==> config.mk <==
export PLATFORM = sky130hd
export DESIGN_NAME = wwdt_top
export DESIGN_NICKNAME = d
export VERILOG_FILES = /design/src/include/wwdt_pkg.sv /design/src/wwdt_tick.sv /design/src/wwdt_top.sv
export SDC_FILE = /design/constraint.sdc
export NUM_CORES = 1
export LEC_CHECK = 0
export ABC_AREA = 1
export ABC_CLOCK_PERIOD_IN_PS = 4800
export BUFFER_PORTS_ARGS = -buffer_cell sky130_fd_sc_hd__buf_2
export CORE_UTILIZATION = 62
export CTS_BUF_LIST = sky130_fd_sc_hd__clkbuf_8
export DETAILED_ROUTE_END_ITERATION = 12
export PLACE_DENSITY_LB_ADDON = 0.05
export SLEW_MARGIN = 20
export SYNTH_ARGS = -nofsm -noshare
export SYNTH_HDL_FRONTEND = slang
export SYNTH_SLANG_ARGS = --single-unit
export TNS_END_PERCENT = 10
==> constraint.sdc <==
create_clock -name clk -period 4.8 [get_ports clk]
set_input_delay 0.72 -clock clk [delete_from_list [all_inputs] [get_ports clk]]
set_output_delay 0.72 -clock clk [all_outputs]
set_load 0.005 [all_outputs]
==> src/include/wwdt_pkg.sv <==
// Shared constants, layouts and helpers of the windowed watchdog
package wwdt_pkg;
  // Clock rates and watchdog tick divider
  localparam int unsigned CLK_HZ = 10_000_000;
  localparam int unsigned WDT_HZ = 17_250;
  localparam int unsigned TICK_DIV = CLK_HZ / WDT_HZ;

  // Bus and counter widths
  localparam int ADDR_W = 8;
  localparam int DATA_W = 16;
  localparam int CNT_W = 16;

  // Register byte offsets
  localparam logic [7:0] OFS_OPTION = 8'h00;
  localparam logic [7:0] OFS_CLEAR = 8'h04;
  localparam logic [7:0] OFS_STATUS = 8'h08;
  localparam logic [7:0] OFS_MASK = 8'h0C;
  localparam logic [7:0] OFS_COUNT = 8'h10;

  localparam logic [7:0] CLEAR_KEY = 8'hAC;

  typedef struct packed {
    logic interval_irq_enable;
    logic window_sel_hi;
    logic window_sel_lo;
    logic standby_count_enable;
    logic reserved;
    logic overflow_sel_bit2;
    logic overflow_sel_bit1;
    logic overflow_sel_bit0;
  } wwdt_option_s;

  typedef struct packed {
    logic violation;
    logic overflow;
    logic interval;
  } wwdt_status_s;

  // Reset values and writable bits
  localparam logic [7:0] OPTION_RST = 8'h77;
  localparam logic [7:0] OPTION_WR_MASK = 8'hF7;
  localparam logic [2:0] STATUS_RST = 3'h0;
  localparam logic [2:0] MASK_RST = 3'h0;
  localparam logic [CNT_W-1:0] COUNT_RST = 16'h0000;

  // Overflow exponent per three-bit select code
  function automatic logic [4:0] ovf_exp(input logic [2:0] sel);
    logic [4:0] e;
    case (sel)
      3'h0: e = 5'h06;
      3'h1: e = 5'h07;
      3'h2: e = 5'h08;
      3'h3: e = 5'h09;
      3'h4: e = 5'h0B;
      3'h5: e = 5'h0D;
      3'h6: e = 5'h0E;
      default: e = 5'h10;
    endcase
    return e;
  endfunction
endpackage

==> src/wwdt_tick.sv <==
// Watchdog clock tick and half-tick pulse generator
`timescale 1ns/10ps
`default_nettype none
module wwdt_tick #(
  parameter int unsigned DIV = wwdt_pkg::TICK_DIV
) (
  // Clock and reset
  input wire logic clk,
  input wire logic reset,
  // Pulses, one per watchdog period each
  output logic tick,
  output logic half
);
  localparam int W = $clog2(DIV);
  localparam logic [W-1:0] LAST = W'(DIV - 1);
  localparam logic [W-1:0] MID = W'(DIV / 2);

  logic [W-1:0] phase_r;
  logic [W-1:0] phase_nxt;
  logic tick_r;
  logic tick_nxt;
  logic half_r;
  logic half_nxt;

  always_comb
  begin
    phase_nxt = (phase_r == LAST) ? '0 : phase_r + 1'b1;
    tick_nxt = (phase_r == LAST);
    // Half pulse marks the middle of a watchdog period
    half_nxt = (phase_r == MID);
  end

  always_ff @(posedge clk or posedge reset)
  begin
    if (reset)
    begin
      phase_r <= '0;
      tick_r <= 1'b0;
      half_r <= 1'b0;
    end
    else
    begin
      phase_r <= phase_nxt;
      tick_r <= tick_nxt;
      half_r <= half_nxt;
    end
  end

  assign tick = tick_r;
  assign half = half_r;
endmodule
`default_nettype wire

==> src/wwdt_top.sv <==
// Windowed watchdog timer with register port and interrupt
`timescale 1ns/10ps
`default_nettype none
// Overview of operation
// - With interval enabled and its mask bit set, interrupt fires at 75% of overflow plus half tick.
// - Two window select bits set the length of the open window while standby counting is enabled.
// - Three select bits pick overflow of 2^6..2^16 ticks; overflow requests reset.
// - Standby counting bit keeps or stops the counter in standby.
// - Writing the key to the clear register zeroes the counter.
// - With interval enabled, interval flag goes to one at 75% plus half tick.
module wwdt_top #(
  parameter int unsigned TICK_DIV = wwdt_pkg::TICK_DIV
) (
  // Clock and reset
  input wire logic clk,
  input wire logic reset,
  // Register port
  input wire logic [wwdt_pkg::ADDR_W-1:0] addr,
  input wire logic [wwdt_pkg::DATA_W-1:0] wdata,
  input wire logic we,
  input wire logic re,
  output logic [wwdt_pkg::DATA_W-1:0] rdata,
  // Chip state and results
  input wire logic standby,
  output logic irq,
  output logic wdt_reset
);
  localparam int CW = wwdt_pkg::CNT_W;

  logic tick;
  logic half;
  wwdt_pkg::wwdt_option_s opt_r;
  wwdt_pkg::wwdt_option_s opt_nxt;
  wwdt_pkg::wwdt_status_s status_r;
  wwdt_pkg::wwdt_status_s status_nxt;
  logic [2:0] mask_r;
  logic [2:0] mask_nxt;
  logic [CW-1:0] count_r;
  logic [CW-1:0] count_nxt;
  logic [wwdt_pkg::DATA_W-1:0] rdata_r;
  logic [wwdt_pkg::DATA_W-1:0] rdata_nxt;
  logic irq_r;
  logic irq_nxt;
  logic wdt_reset_r;
  logic wdt_reset_nxt;

  logic [CW:0] limit;
  logic [CW:0] quarter;
  logic [CW:0] thr;
  logic [CW:0] closed_lim;
  logic [CW:0] cnt_ext;
  logic [1:0] closed_q;
  logic run;
  logic key_wr;
  logic closed;
  logic violation_ev;
  logic clear_ev;
  logic ovf_ev;
  logic int_ev;

  wwdt_tick #(
    .DIV(TICK_DIV)
  ) u_tick (
    .clk(clk),
    .reset(reset),
    .tick(tick),
    .half(half)
  );

  always_comb
  begin
    cnt_ext = {1'b0, count_r};
    limit = {{CW{1'b0}}, 1'b1} << wwdt_pkg::ovf_exp({opt_r.overflow_sel_bit2,
      opt_r.overflow_sel_bit1, opt_r.overflow_sel_bit0});
    quarter = limit >> 2;
    thr = quarter + {quarter[CW-1:0], 1'b0};
    // Closed part covers the quarters not opened by the select code
    closed_q = 2'h3 - {opt_r.window_sel_hi, opt_r.window_sel_lo};
    closed_lim = (closed_q[0] ? quarter : '0) + (closed_q[1] ? {quarter[CW-1:0], 1'b0} : '0);
    run = !standby || opt_r.standby_count_enable;
    key_wr = we && (addr == wwdt_pkg::OFS_CLEAR) && (wdata[7:0] == wwdt_pkg::CLEAR_KEY);
    // Window only has force while counting in standby is enabled
    closed = opt_r.standby_count_enable && (cnt_ext < closed_lim);
    violation_ev = key_wr && closed;
    clear_ev = key_wr && !closed;
    ovf_ev = tick && run && (cnt_ext == limit - 1'b1);
    int_ev = half && run && (cnt_ext == thr) && opt_r.interval_irq_enable;
  end

  always_comb
  begin
    opt_nxt = opt_r;
    mask_nxt = mask_r;
    status_nxt = status_r;
    count_nxt = count_r;
    rdata_nxt = '0;
    if (we && addr == wwdt_pkg::OFS_OPTION)
      opt_nxt = wdata[7:0] & wwdt_pkg::OPTION_WR_MASK;
    if (we && addr == wwdt_pkg::OFS_MASK)
      mask_nxt = wdata[2:0];
    if (violation_ev || ovf_ev || clear_ev)
      count_nxt = '0;
    else if (tick && run)
      count_nxt = count_r + 1'b1;
    if (re && addr == wwdt_pkg::OFS_STATUS)
      status_nxt = '0;
    if (violation_ev || ovf_ev || clear_ev)
      status_nxt.interval = 1'b0;
    // Sets come last so an event in a clearing cycle is kept
    if (int_ev)
      status_nxt.interval = 1'b1;
    if (ovf_ev)
      status_nxt.overflow = 1'b1;
    if (violation_ev)
      status_nxt.violation = 1'b1;
    if (re)
    begin
      case (addr)
        wwdt_pkg::OFS_OPTION: rdata_nxt = {8'h00, opt_r};
        wwdt_pkg::OFS_STATUS: rdata_nxt = {13'h0000, status_r};
        wwdt_pkg::OFS_MASK: rdata_nxt = {13'h0000, mask_r};
        wwdt_pkg::OFS_COUNT: rdata_nxt = count_r;
        default: rdata_nxt = '0;
      endcase
    end
    irq_nxt = |(status_nxt & mask_nxt);
    wdt_reset_nxt = violation_ev || ovf_ev;
  end

  always_ff @(posedge clk or posedge reset)
  begin
    if (reset)
    begin
      opt_r <= wwdt_pkg::OPTION_RST;
      mask_r <= wwdt_pkg::MASK_RST;
      status_r <= wwdt_pkg::STATUS_RST;
      count_r <= wwdt_pkg::COUNT_RST;
      rdata_r <= '0;
      irq_r <= 1'b0;
      wdt_reset_r <= 1'b0;
    end
    else
    begin
      opt_r <= opt_nxt;
      mask_r <= mask_nxt;
      status_r <= status_nxt;
      count_r <= count_nxt;
      rdata_r <= rdata_nxt;
      irq_r <= irq_nxt;
      wdt_reset_r <= wdt_reset_nxt;
    end
  end

  assign rdata = rdata_r;
  assign irq = irq_r;
  assign wdt_reset = wdt_reset_r;
endmodule
`default_nettype wire

==> metrics.md, run 1 <==
| Metric | Value |
|---|---|
| Startpoint Class | flip-flop |
| HP Start | u_tick.phase_r[9]$_DFF_PP0_ |
| Vias in the first global route | approximately 4800 |
| Final period utilization | between 80% and 90% |
| RSZ-0062 raised after global routing | false |
| Worst-Margin Slew | slightly below 0.8 ns |
| DRT Wirelength | about 13000 µm |
| Post-Synth XOR/XNOR Area | 6.94% |
| Power density over cell area | 191 nW/µm² |
| Final Hold Fails | 0 |
| Area Overhead vs Synth | 12.0% |
| Hold WS | about 0.49 ns |
| Crit path max-delay cell type | dfstp_2 |
| Row count | 32 |
| TritonCTS clock tree | done |
| Clk sink count | 59 |
| IO Pins | 47 |
| Slew Limit Fails | 0 |
| CP Max Fanout | 12 |
| Worst EP required | roughly 5.0 ns |
| Mux share of post-synthesis cell area | 0% |
| Synthesis warning total | 0 |
| Simple logic cell fraction of the synthesized area | 30.2% |
| Die Area | approximately 8500 µm² |
| Hold buffer count at cts | 0 |
| Synth Cell Area | between 5000 and 6000 µm² |
| Iter 0 DRT Violations | 288 |
| # DRC | 0 |
| Signal arrival time at the worst endpoint | approximately 4.3 ns |
| Slew Limit Headroom | between 40 and 50% |
| Gr ovfl total | 0 |
| Worst R2R Setup Slack | between 0.7 and 0.8 ns |
| Horiz. Die Dim | 92.2 µm |
| Critical path buffers and inverters | 3 |
| Post-route minimum period | 4.07 ns |
| Cell family with most CP delay | compound AO/OA/AOI/OAI gates |
| Hold Path Cell Cnt | 1 |
| CTS buffer count | 9 |
| Nets | 889 |
| Drt pass-1 iters | 6 |
| Clock Root Buffer | clkbuf_8 |
| Drt wl/cell | approximately 14 µm |
| CP peak stage delay | approximately 0.7 ns |
| R2r startpoint | opt_r[2]$_DFFE_PP1P_ |
| CP most frequent cell | nand2_1 |
| Setup bufs post-CTS | 0 |
| Hold Path Class | flip-flop to flip-flop |
| CP Cell Sequence | inv_2 -> nand2_1 -> nor2_1 -> inv_1 -> nor2_1 -> ha_1 -> a21oi_1 -> o21ai_0 -> a21oi_1 -> o21ai_0 -> a21boi_0 -> o21ai_0 -> xor2_1 -> ha_1 -> nand2_1 -> inv_1 -> nand4_1 -> nor2_1 -> nor2_1 -> nand4_1 -> nand2_1 -> nand2_1 -> nand2_1 |
| Clock Latency Late Sink | roughly 0.33 ns |
| Post-Synthesis Cells | between 700 and 800 |
| Yosys reg bits | between 50 and 60 |
| Initial antenna violation count | 0 |
| Chip Height | slightly above 90 µm |
| Fillers | around 670 |
| Share of cells above drive strength 1 | about 8.4% |
| Largest net degree at the start of global routing | 60 |
| Leak | just over 3 nW |
| ANT cells | 0 |
| CTS resizes | 0 |
| Core area | roughly 7800 µm² |
| Critical path class | flip-flop to flip-flop |
| Hold endpoint | u_tick.half$_DFF_PP0_ |
| End of the worst register-to-register path | irq$_DFF_PP0_ |
| Combinational family with the most area after synthesis | simple AND/OR/NAND/NOR gates |
| Final HPWL DP | between 9000 and 10000 µm |
| Global Route Usage Sum | 31.6% |
| Final setup vio count | 0 |
| Overall Power | between 1 and 1.5 mW |
| Syn_area_per_cell | 7.05 µm² |
| Sequential fraction of the synthesis area | a little under 30% |
| Clock transition at the registers of the reported paths | approximately 0.06 ns |
| H-tree depth | 3 |
| Max rail drop VDD | 0.301 mV |
| Via count | roughly 4900 |
| Layout Utilization | between 70 and 80% |
| Fmax | about 250 MHz |
| Crit end category | flip-flop |
| Skew final | between 0.007 and 0.008 ns |
| Vias/cell | about 5.4 |
| Clock buffer depth | 2 |
| Synth unique cells | 39 |
| R2R depth | 23 |
| Starting density of the core | between 60% and 70% |
| Global-route wire length before repair | around 21000 µm |
| Status | finished, final reports clean |
| TNS Setup | 0 ns |
| Port Buffer Count | 38 |
| Adder-Cell Fraction of Synth Area | 15.2% |
| Placer Congestion | 0.951 |
| MaxCap Viol Count | 0 |
| Post-route ant nets | 0 |
| Synth Area in Compound Gates | around a tenth |
[power by group]
part	leakage, nW	switching (mW)	total (mW)	internal (mW)
sequential	0.731	0.00902	0.514	0.505
combinational	2.28	0.121	0.190	0.0696
clock	0.0996	0.183	0.376	0.193
[per-layer routing]
layer | track usage, % | share of wire [%]
met1 | 37.0 | 42
met2 | 58.8 | 50
met3 | 4.31 | 4.9
met4 | 10.9 | 2.6
met5 | 0 | 0
[worst max-delay path by stage]
| stage | depth (start not counted) | from | end |
|---|---|---|---|
| 4_1_cts | 23 | opt_r[2]$_DFFE_PP1P_ | irq$_DFF_PP0_ |
| 2_1_floorplan | 24 | opt_r[2]$_DFFE_PP1P_ | irq$_DFF_PP0_ |
| 5_1_grt | 23 | opt_r[2]$_DFFE_PP1P_ | irq$_DFF_PP0_ |
| 3_3_place_gp | 22 | opt_r[2]$_DFFE_PP1P_ | irq$_DFF_PP0_ |
| 6_report | 23 | opt_r[2]$_DFFE_PP1P_ | irq$_DFF_PP0_ |
| 3_5_place_dp | 23 | opt_r[2]$_DFFE_PP1P_ | irq$_DFF_PP0_ |
[logic make-up (layout without fill, tap and decap cells)]
kind of cell | after synthesis | after routing
AND/OR/NAND/NOR | 356 | 356
adder cells (fa/ha/maj) | 60 | 60
flip-flops | 59 | 59
buffers and inverters | 114 | 160
other | 2 | 45
XOR/XNOR | 40 | 40
AO/OA/AOI/OAI | 85 | 85
[Yosys cell counts]
library cell	n	area, µm²
nand3b_1	1	7.51
o211ai_1	1	7.51
buf_1	1	3.75
xnor2_1	14	123
nor2_1	96	360
clkbuf_1	4	15.0
o21a_1	1	7.51
and3_1	1	6.26
dfrtp_1	53	1330
ha_1	58	726
or2_2	2	12.5
o21ai_1	1	5.00
buf_2	1	5.00
a21o_1	1	7.51
fa_1	2	40.0
buf_4	3	22.5
a31oi_1	2	12.5
xor2_1	26	228
nand3_1	46	230
o31ai_1	1	7.51
inv_2	2	7.51
inv_1	103	387
nand2_2	2	12.5
nor3b_1	1	7.51
nor4_1	5	31.3
nor2_4	1	11.3
o21bai_1	1	7.51
a21boi_0	2	15.0
a211oi_1	4	30.0
a21oi_1	42	210
conb_1	2	7.51
nand2_1	154	578
nand4_1	18	113
dfstp_2	6	158
nand3_2	2	20.0
nor3_1	27	135
a221oi_1	4	35.0
o22ai_1	3	18.8
o21ai_0	22	110
[cell usage in the layout, fill, tap and decap left out, drive strengths merged]
master	n
a211oi	4
a21boi	2
a21o	1
a21oi	42
a221oi	4
a31oi	2
and3	1
buf	39
clkbuf	10
clkinv	3
conb	45
dfrtp	53
dfstp	6
fa	2
ha	58
inv	108
nand2	156
nand3	48
nand3b	1
nand4	18
nor2	97
nor3	27
nor3b	1
nor4	5
o211ai	1
o21a	1
o21ai	23
o21bai	1
o22ai	3
o31ai	1
or2	2
xnor2	14
xor2	26
[state kept, by name, summed over array words and instances, names as in the netlist]
| signal | flops |
|---|---|
| count_r | 16 |
| irq | 1 |
| mask_r | 3 |
| opt_r | 7 |
| rdata | 16 |
| status_r | 3 |
| u_tick.half | 1 |
| u_tick.phase_r | 10 |
| u_tick.tick | 1 |
| wdt_reset | 1 |
[layout make-up]
class / instances / area (µm²) / area share (%)
Inverter: 105 / 394 / 6.97
Timing Repair Buffer: 39 / 198 / 3.50
Tap cell: 102 / 128 / 2.26
Sequential cell: 59 / 1480 / 26.3
Multi-Input combinational cell: 586 / 3280 / 58.1
Clock buffer: 10 / 138 / 2.44
Clock inverter: 6 / 26.3 / 0.465
[metrics by stage]
| stage | instance area [µm²] | std cells | setup WS, ns |
|---|---|---|---|
| floorplan | 5210 | 759 | 1.43 |
| global placement | 5490 | 891 | 0.887 |
| detailed placement | 5490 | 891 | 0.765 |
| CTS | 5650 | 907 | 0.742 |
| global route | 5650 | 907 | 0.332 |
| finish | 5650 | 907 | 0.729 |
No activity file was read; power rests on OpenSTA's default activity.
==> inputs of run 2 (changes only) <==
- ABC_AREA: 1 -> 0
- ABC_CLOCK_PERIOD_IN_PS: 4800 -> 4100
- clock period: 4.8 -> 4.1 ns (I/O delays scaled with it)
==> run 2 against run 1 <==
Effect of this change:
- synthesized area is 5.5% lower
- sequential cell count is the same
- worst hold slack worse by 0.061 ns
- combinational power increased by 31%
- sequential share of layout area grew 0.45 points
- first-iteration DRC count is 13% lower
- non-clock buffer count rose by 18
- critical path type unchanged
==> metrics.md, run 2 <==
| Metric | Value |
|---|---|
| Crit path from | opt_r[1]$_DFFE_PP1P_ |
| Synth Cell Area | 4770 µm² (-5.5%) |
| Largest net degree at the start of global routing | 39 (-35%) |
| Chip Height | 89.7 µm (-2.7%) |
| Clock Root Buffer | clkbuf_8 |
| R2r startpoint | opt_r[1]$_DFFE_PP1P_ |
| Max rail drop VDD | 0.170 mV (-44%) |
| Startpoint Class | flip-flop |
| # DRC | 0 (unchanged) |
| Horiz. Die Dim | 89.7 µm (-2.7%) |
| Vias in the first global route | 4132 (-13%) |
| Slew Limit Headroom | 45.3% (-2.4 points) |
| Syn_area_per_cell | 9.16 µm² (+30%) |
| Worst R2R Setup Slack | 0.19 ns (-0.54 ns) |
| CTS buffer count | 9 (unchanged) |
| Iter 0 DRT Violations | 252 (-13%) |
| Port Buffer Count | 38 (unchanged) |
| Placer Congestion | 0.851 (-11%) |
| Critical path class | flip-flop to flip-flop |
| Gr ovfl total | 0 (unchanged) |
| Final Instance Area | 5560 µm² (-1.7%) |
| Power density over cell area | 255 nW/µm² (+34%) |
| Clk sink count | 59 (unchanged) |
| Via count | 4231 (-13%) |
| CP Capture Point | irq$_DFF_PP0_ |
| Drt wl/cell | 17.0 µm (+22%) |
| Area of the multi-input gates | 3350 µm² (+1.9%) |
| Placed inst area | 5260 µm² (-4.1%) |
| Crit end category | flip-flop |
| ANT cells | 0 (unchanged) |
| Synthesis warning total | 0 (unchanged) |
| H-tree depth | 3 (unchanged) |
| Clock buffer depth | 2 (unchanged) |
| Synth unique cells | 64 (+64%) |
| Starting density of the core | 65.1% (+0.43 points) |
| Top-area cell type share of the netlist area | 27.8% (+1.5 points) |
| Final HPWL DP | 8810 µm (-12%) |
| CP peak stage delay | 0.54 ns (-0.17 ns) |
| Placed cell count | 693 (-22%) |
| Die Area | 8050 µm² (-5.4%) |
| Fmax | 256 MHz (+4.0%) |
| Post-route minimum period | 3.91 ns (-0.158 ns) |
| Synth cell count leaders | ha_1 (58), nor2_1 (58), dfrtp_1 (53) |
| Critical path buffers and inverters | 3 (unchanged) |
| End of the worst register-to-register path | irq$_DFF_PP0_ |
| Area Overhead vs Synth | 16.5% |
| Fillers | 548 (-18%) |
| Post-route ant nets | 0 (unchanged) |
| Ys flop type | dfrtp_1 |
| Global-route wire length before repair | 19400 µm (-8.3%) |
| Slew Limit Fails | 0 (unchanged) |
| Leak | 2.85 nW (-8.5%) |
| Initial antenna violation count | 0 (unchanged) |
| Largest cells by area after synthesis | dfrtp_1 (28%), ha_1 (15%), xnor2_1 (7.3%), nor2_1 (4.6%), xor2_1 (3.7%) |
| Global Route Usage Sum | 30.2% (-1.4 points) |
| Clock Latency Late Sink | 0.33 ns (about the same) |
| Skew final | 0.0121 ns (+0.00412 ns) |
| Final Hold Fails | 0 (unchanged) |
| Signal arrival time at the worst endpoint | 4.12 ns (-0.16 ns) |
| Post-Synthesis Cells | 521 (-27%) |
| MaxCap Viol Count | 0 (unchanged) |
| Vias/cell | 5.93 (+10%) |
| DRT Wirelength | 12100 µm (-3.9%) |
| Worst EP required | 4.31 ns (-0.70 ns) |
| Async set-reset flop share out of synthesis | 100% (unchanged) |
| R2R depth | 19 (-17%) |
| Crit path depth | 19 (-17%) |
| Post-synth EDFFs | 0 (unchanged) |
| Yosys reg bits | 59 (unchanged) |
| Row count | 31 (-3.1%) |
| Cell family with most CP delay | compound AO/OA/AOI/OAI gates |
| Post-route non-filler standard cell count | 713 (-21%) |
| Synth area leader | dfrtp_1 |
| Crit path max-delay cell type | dfstp_2 |
| Share of cells above drive strength 1 | 18.7% (+10 points) |
| Sequential fraction of the synthesis area | 31.1% (+1.7 points) |
| Clock transition at the registers of the reported paths | 0.07 ns (about the same) |
| Hold Path Class | input port to asynchronous set/reset pin |
| CP Cell Sequence | buf_4 -> nand2_1 -> nor2_2 -> inv_1 -> nor2_1 -> ha_1 -> buf_4 -> nand2_1 -> nor2_1 -> a21oi_2 -> a311oi_2 -> or4_1 -> and3_1 -> ha_1 -> nand3_1 -> a21oi_2 -> a211oi_2 -> o311a_1 -> a221o_1 |
| Status | finished, final reports clean |
| Final period utilization | 95.5% (+11 points) |
| Most common cell after layout, fill and taps aside | ha_1 |
| IO Pins | 47 (unchanged) |
| Drt pass-1 iters | 6 (unchanged) |
| TritonCTS clock tree | done |
| Core area | 7330 µm² (-6.1%) |
| CP Max Fanout | 7 (-5) |
| Worst-Margin Slew | 0.810 ns (+0.0311 ns) |
| Hold WS | 0.426 ns (-0.0610 ns) |
| Final setup vio count | 0 (unchanged) |
| Commonest non-fill, non-tap cells in the layout | ha_1 (58), nor2_1 (57), dfrtp_1 (53) |
| Reg area | 1480 µm² (unchanged) |
| Nets | 698 (-21%) |
[run 2: changes by cell type after synthesis, sizes merged, moves of 14 or more]
cell | previous run | this run
nand2 | 156 | 32
inv | 105 | 17
nor2 | 97 | 58
nand3 | 48 | 14
xnor2 | 14 | 40
nor3 | 27 | 7
and3 | 1 | 17
mux2 | 0 | 14
[run 2: routing by layer]
| metal | global-route usage, % | share of wire (%) |
|---|---|---|
| met1 | 36.5 | 41 |
| met5 | 0 | 0 |
| met2 | 52.6 | 50 |
| met3 | 5.25 | 5.3 |
| met4 | 13.7 | 4.0 |
[run 2: final cells by class]
cell class | instances | area share, %
Timing Repair Buffer | 57 | 5.94
Sequential cell | 59 | 26.7
Tap cell | 99 | 2.23
Inverter | 17 | 1.15
Clock buffer | 9 | 2.23
Multi-Input combinational cell | 465 | 60.2
Clock inverter | 7 | 1.53
[run 2: logic make-up (layout without fill, tap and decap cells)]
| group | Yosys count | after routing | share of synthesized area, % |
|---|---|---|---|
| adders and majority gates | 60 | 60 | 16.1 |
| and+or+nand+nor | 196 | 196 | 22.0 |
| AOI/OAI and AO/OA | 88 | 88 | 12.6 |
| DFF | 59 | 59 | 31.1 |
| other | 2 | 45 | 0.157 |
| xor gates and xnor gates | 60 | 60 | 11.0 |
| buffers and inverters | 40 | 90 | 3.38 |
| muxes | 16 | 16 | 3.72 |
[run 2: what timing repair did]
item                                    4_1_cts  5_1_grt
buffers inserted                              0        4
endpoints found under the setup margin        1        3
hold buffers                                  0        0
gates resized for setup                       1       17
pin swaps                                     0        6
[run 2: worst min-delay path by stage]
stage	startpoint	endpoint	slack (ns)	depth (start not counted)
3_3_place_gp	status_r[2]$_DFF_PP0_	status_r[2]$_DFF_PP0_	0.51	2
6_report	reset	opt_r[7]$_DFFE_PP0P_	0.43	2
3_5_place_dp	status_r[2]$_DFF_PP0_	status_r[2]$_DFF_PP0_	0.51	2
4_1_cts	reset	u_tick.phase_r[7]$_DFF_PP0_	0.45	2
5_1_grt	reset	opt_r[7]$_DFFE_PP0P_	0.50	2
2_1_floorplan	status_r[2]$_DFF_PP0_	status_r[2]$_DFF_PP0_	0.47	2
[run 2: power by group]
part	total [mW]	leakage, nW	switching [mW]	internal, mW
Clock	0.574	0.112	0.238	0.336
Sequential	0.597	0.782	0.00812	0.589
Combinational	0.248	1.96	0.141	0.107
Total	1.42	2.85	0.387	1.03
[run 2: stage by stage]
stage          util, %  power, mW  setup slack [ns]  setup TNS, ns
2_1_floorplan        -      0.780            0.0282              0
3_3_place_gp      71.8      0.826            0.0991              0
6_report          75.8       1.42             0.186              0
5_1_grt           75.8       1.48          -0.00847       -0.00847
3_5_place_dp      71.8      0.834          -0.00433       -0.00433
4_1_cts           74.7       1.40           0.00585              0
==> inputs of run 3 (changes only) <==
- PLACE_DENSITY_LB_ADDON: 0.05 -> 0.1
==> run 3 against run 2 <==
Effect of this change:
- maximum frequency shrank 1.8%
- worst hold slack improved by 0.029 ns
- final cell count rose by 0.56%
- sequential power about the same
- count of clock-buffer cells in the layout did not move
- sequential cell count unchanged
- critical path depth unchanged
- via count decreased by 0.71%
- core utilization is 1.5 points higher
- sequential share of layout area decreased by 0.51 points
==> metrics.md, run 3 (same netlist as run 2, synthesis figures left out) <==
| Metric | Value |
|---|---|
| Placed inst area | 5250 µm² (-0.14%) |
| Drt wl/cell | 16.2 µm (-4.5%) |
| CP peak stage delay | 0.57 ns (+0.03 ns) |
| Status | finished, final reports clean |
| Fmax | 251 MHz (-1.8%) |
| Most common cell after layout, fill and taps aside | ha_1 |
| Post-route ant nets | 0 (unchanged) |
| CP Max Fanout | 8 (+1) |
| Routed wl met2 | 5850 µm (-3.2%) |
| Hold buffer count at cts | 0 (unchanged) |
| Slew Limit Fails | 0 (unchanged) |
| Area Overhead vs Synth | 18.8% |
| Worst-Margin Slew | 0.883 ns (+0.0736 ns) |
| # DRC | 0 (unchanged) |
| CP Capture Point | irq$_DFF_PP0_ |
| Slew Limit Headroom | 40.3% (-5.0 points) |
| End of the worst register-to-register path | irq$_DFF_PP0_ |
| Final HPWL DP | 8650 µm (-1.8%) |
| Clk sink count | 59 (unchanged) |
| CTS buffer count | 9 (unchanged) |
| Met3 wire length | 593 µm (-7.6%) |
| Skew final | 0.0165 ns (+0.00436 ns) |
| Chip Height | 89.7 µm (unchanged) |
| Worst EP required | 4.31 ns (about the same) |
| Initial antenna violation count | 0 (unchanged) |
| Horiz. Die Dim | 89.7 µm (unchanged) |
| Startpoint Class | flip-flop |
| Overall Power | 1.41 mW (-0.42%) |
| Die Area | 8050 µm² (unchanged) |
| Nets | 702 (+0.57%) |
| H-tree depth | 3 (unchanged) |
| Cell family with most CP delay | compound AO/OA/AOI/OAI gates |
| MaxCap Viol Count | 0 (unchanged) |
| Core area | 7330 µm² (unchanged) |
| Commonest non-fill, non-tap cells in the layout | ha_1 (55), dfrtp_1 (53), nor2_1 (50) |
| Clock transition at the registers of the reported paths | 0.07 ns (about the same) |
| Met1 WL | 4930 µm (-0.46%) |
| Via count | 4201 (-0.71%) |
| Crit end category | flip-flop |
| Vias in the first global route | 4054 (-1.9%) |
| Crit path from | opt_r[1]$_DFFE_PP1P_ |
| Row count | 31 (unchanged) |
| Share of cells above drive strength 1 | 20.9% (+2.1 points) |
| Crit path depth | 19 (unchanged) |
| Critical path buffers and inverters | 3 (unchanged) |
| Leak | 2.87 nW (+0.63%) |
| Max layer used | met4 |
| Starting density of the core | 65.1% (unchanged) |
| Global-route wire length before repair | 19000 µm (-2.2%) |
| Power density over cell area | 249 nW/µm² (-2.3%) |
| ANT cells | 0 (unchanged) |
| Signal arrival time at the worst endpoint | 4.20 ns (+0.08 ns) |
| R2r startpoint | opt_r[1]$_DFFE_PP1P_ |
| Clock buffer depth | 2 (unchanged) |
| TritonCTS clock tree | done |
| Port Buffer Count | 38 (unchanged) |
| Crit path max-delay cell type | dfstp_2 |
| Post-route minimum period | 3.98 ns (+0.0702 ns) |
| R2R depth | 19 (unchanged) |
| Final setup vio count | 0 (unchanged) |
| IO Pins | 47 (unchanged) |
| Final Instance Area | 5670 µm² (+2.0%) |
| CP most frequent cell | nor2_2 |
| Final period utilization | 97.2% (+1.7 points) |
| Vias/cell | 5.86 (-1.3%) |
| Largest net degree at the start of global routing | 41 (+5.1%) |
| Placer Congestion | 0.902 (+6.1%) |
| Final Hold Fails | 0 (unchanged) |
| Max rail drop VDD | 0.198 mV (+16%) |
| Worst R2R Setup Slack | 0.12 ns (-0.07 ns) |
| CP Cell Sequence | buf_6 -> nand2_1 -> nor2_2 -> inv_1 -> nor2_2 -> ha_4 -> buf_4 -> nand2_1 -> nor2_2 -> a21oi_2 -> a311oi_2 -> or4_1 -> and3_1 -> ha_4 -> nand3_1 -> a21oi_2 -> a211oi_2 -> o311a_1 -> a221o_1 |
| Drt pass-1 iters | 5 (-1) |
| Global Route Usage Sum | 29.4% (-0.81 points) |
| Iter 0 DRT Violations | 262 (+4.0%) |
| Critical path class | flip-flop to flip-flop |
| Hold Path Class | input port to asynchronous set/reset pin |
| Clock Root Buffer | clkbuf_8 |
| Clock Latency Late Sink | 0.33 ns (about the same) |
| Gr ovfl total | 0 (unchanged) |
| DRT Wirelength | 11600 µm (-4.0%) |
==> run 3: cell count changes in the layout (fill, tap and decap cells not counted), sizes merged <==
cell	previous run	this run
clkinvlp	1	0
buf	56	61
clkinv	2	3
clkbuf	10	9
==> run 3: cell type report <==
cell class / instances / area (µm²)
Clock buffer: 9 / 124
Clock inverter: 7 / 86.3
Fill cell: 513 / 1670
Inverter: 17 / 63.8
Multi-Input combinational cell: 465 / 3410
Sequential cell: 59 / 1480
Tap cell: 99 / 124
Timing Repair Buffer: 61 / 370
==> run 3: worst min path at each step <==
stage / cells past startpoint / end / slack, ns / startpoint
after floorplan: 2 / status_r[2]$_DFF_PP0_ / 0.47 / status_r[2]$_DFF_PP0_
after global placement: 2 / status_r[2]$_DFF_PP0_ / 0.50 / status_r[2]$_DFF_PP0_
after detailed placement: 1 / u_tick.phase_r[3]$_DFF_PP0_ / 0.51 / u_tick.phase_r[3]$_DFF_PP0_
after CTS: 2 / u_tick.phase_r[4]$_DFF_PP0_ / 0.47 / reset
after global routing: 2 / opt_r[4]$_DFFE_PP1P_ / 0.53 / wdata[4]
final: 2 / u_tick.phase_r[0]$_DFF_PP0_ / 0.45 / reset
==> run 3: power by group <==
group / switching (mW) / total, mW / internal, mW / leakage (nW)
Sequential: 0.00881 / 0.598 / 0.589 / 0.782
Clock: 0.226 / 0.562 / 0.337 / 0.116
Combinational: 0.141 / 0.253 / 0.112 / 1.97
==> run 3: stage by stage <==
step,cells,hold WS [ns],utilization [%],setup TNS (ns),worst slack (ns)
after floorplan,564,0.465,-,0,0.0282
after global placement,692,0.498,71.7,0,0.113
after detailed placement,692,0.508,71.7,0,0.0400
after CTS,708,0.474,74.6,0,0.0468
after global routing,717,0.531,77.3,-0.0831,-0.0831
final,717,0.454,77.3,0,0.116
==> run 3: timing repair <==
| item | 4_1_cts | 5_1_grt |
|---|---|---|
| pin swaps | 0 | 12 |
| setup endpoints to repair | 1 | 3 |
| buffers inserted | 0 | 9 |
| gates resized for setup | 1 | 31 |
==> run 3: layer usage <==
layer | vias to the layer above | global-route usage (%)
li1 | 1998 | -
met1 | 2024 | 36.7
met2 | 153 | 51.0
met3 | 26 | 4.82
met4 | 0 | 11.2
met5 | - | 0
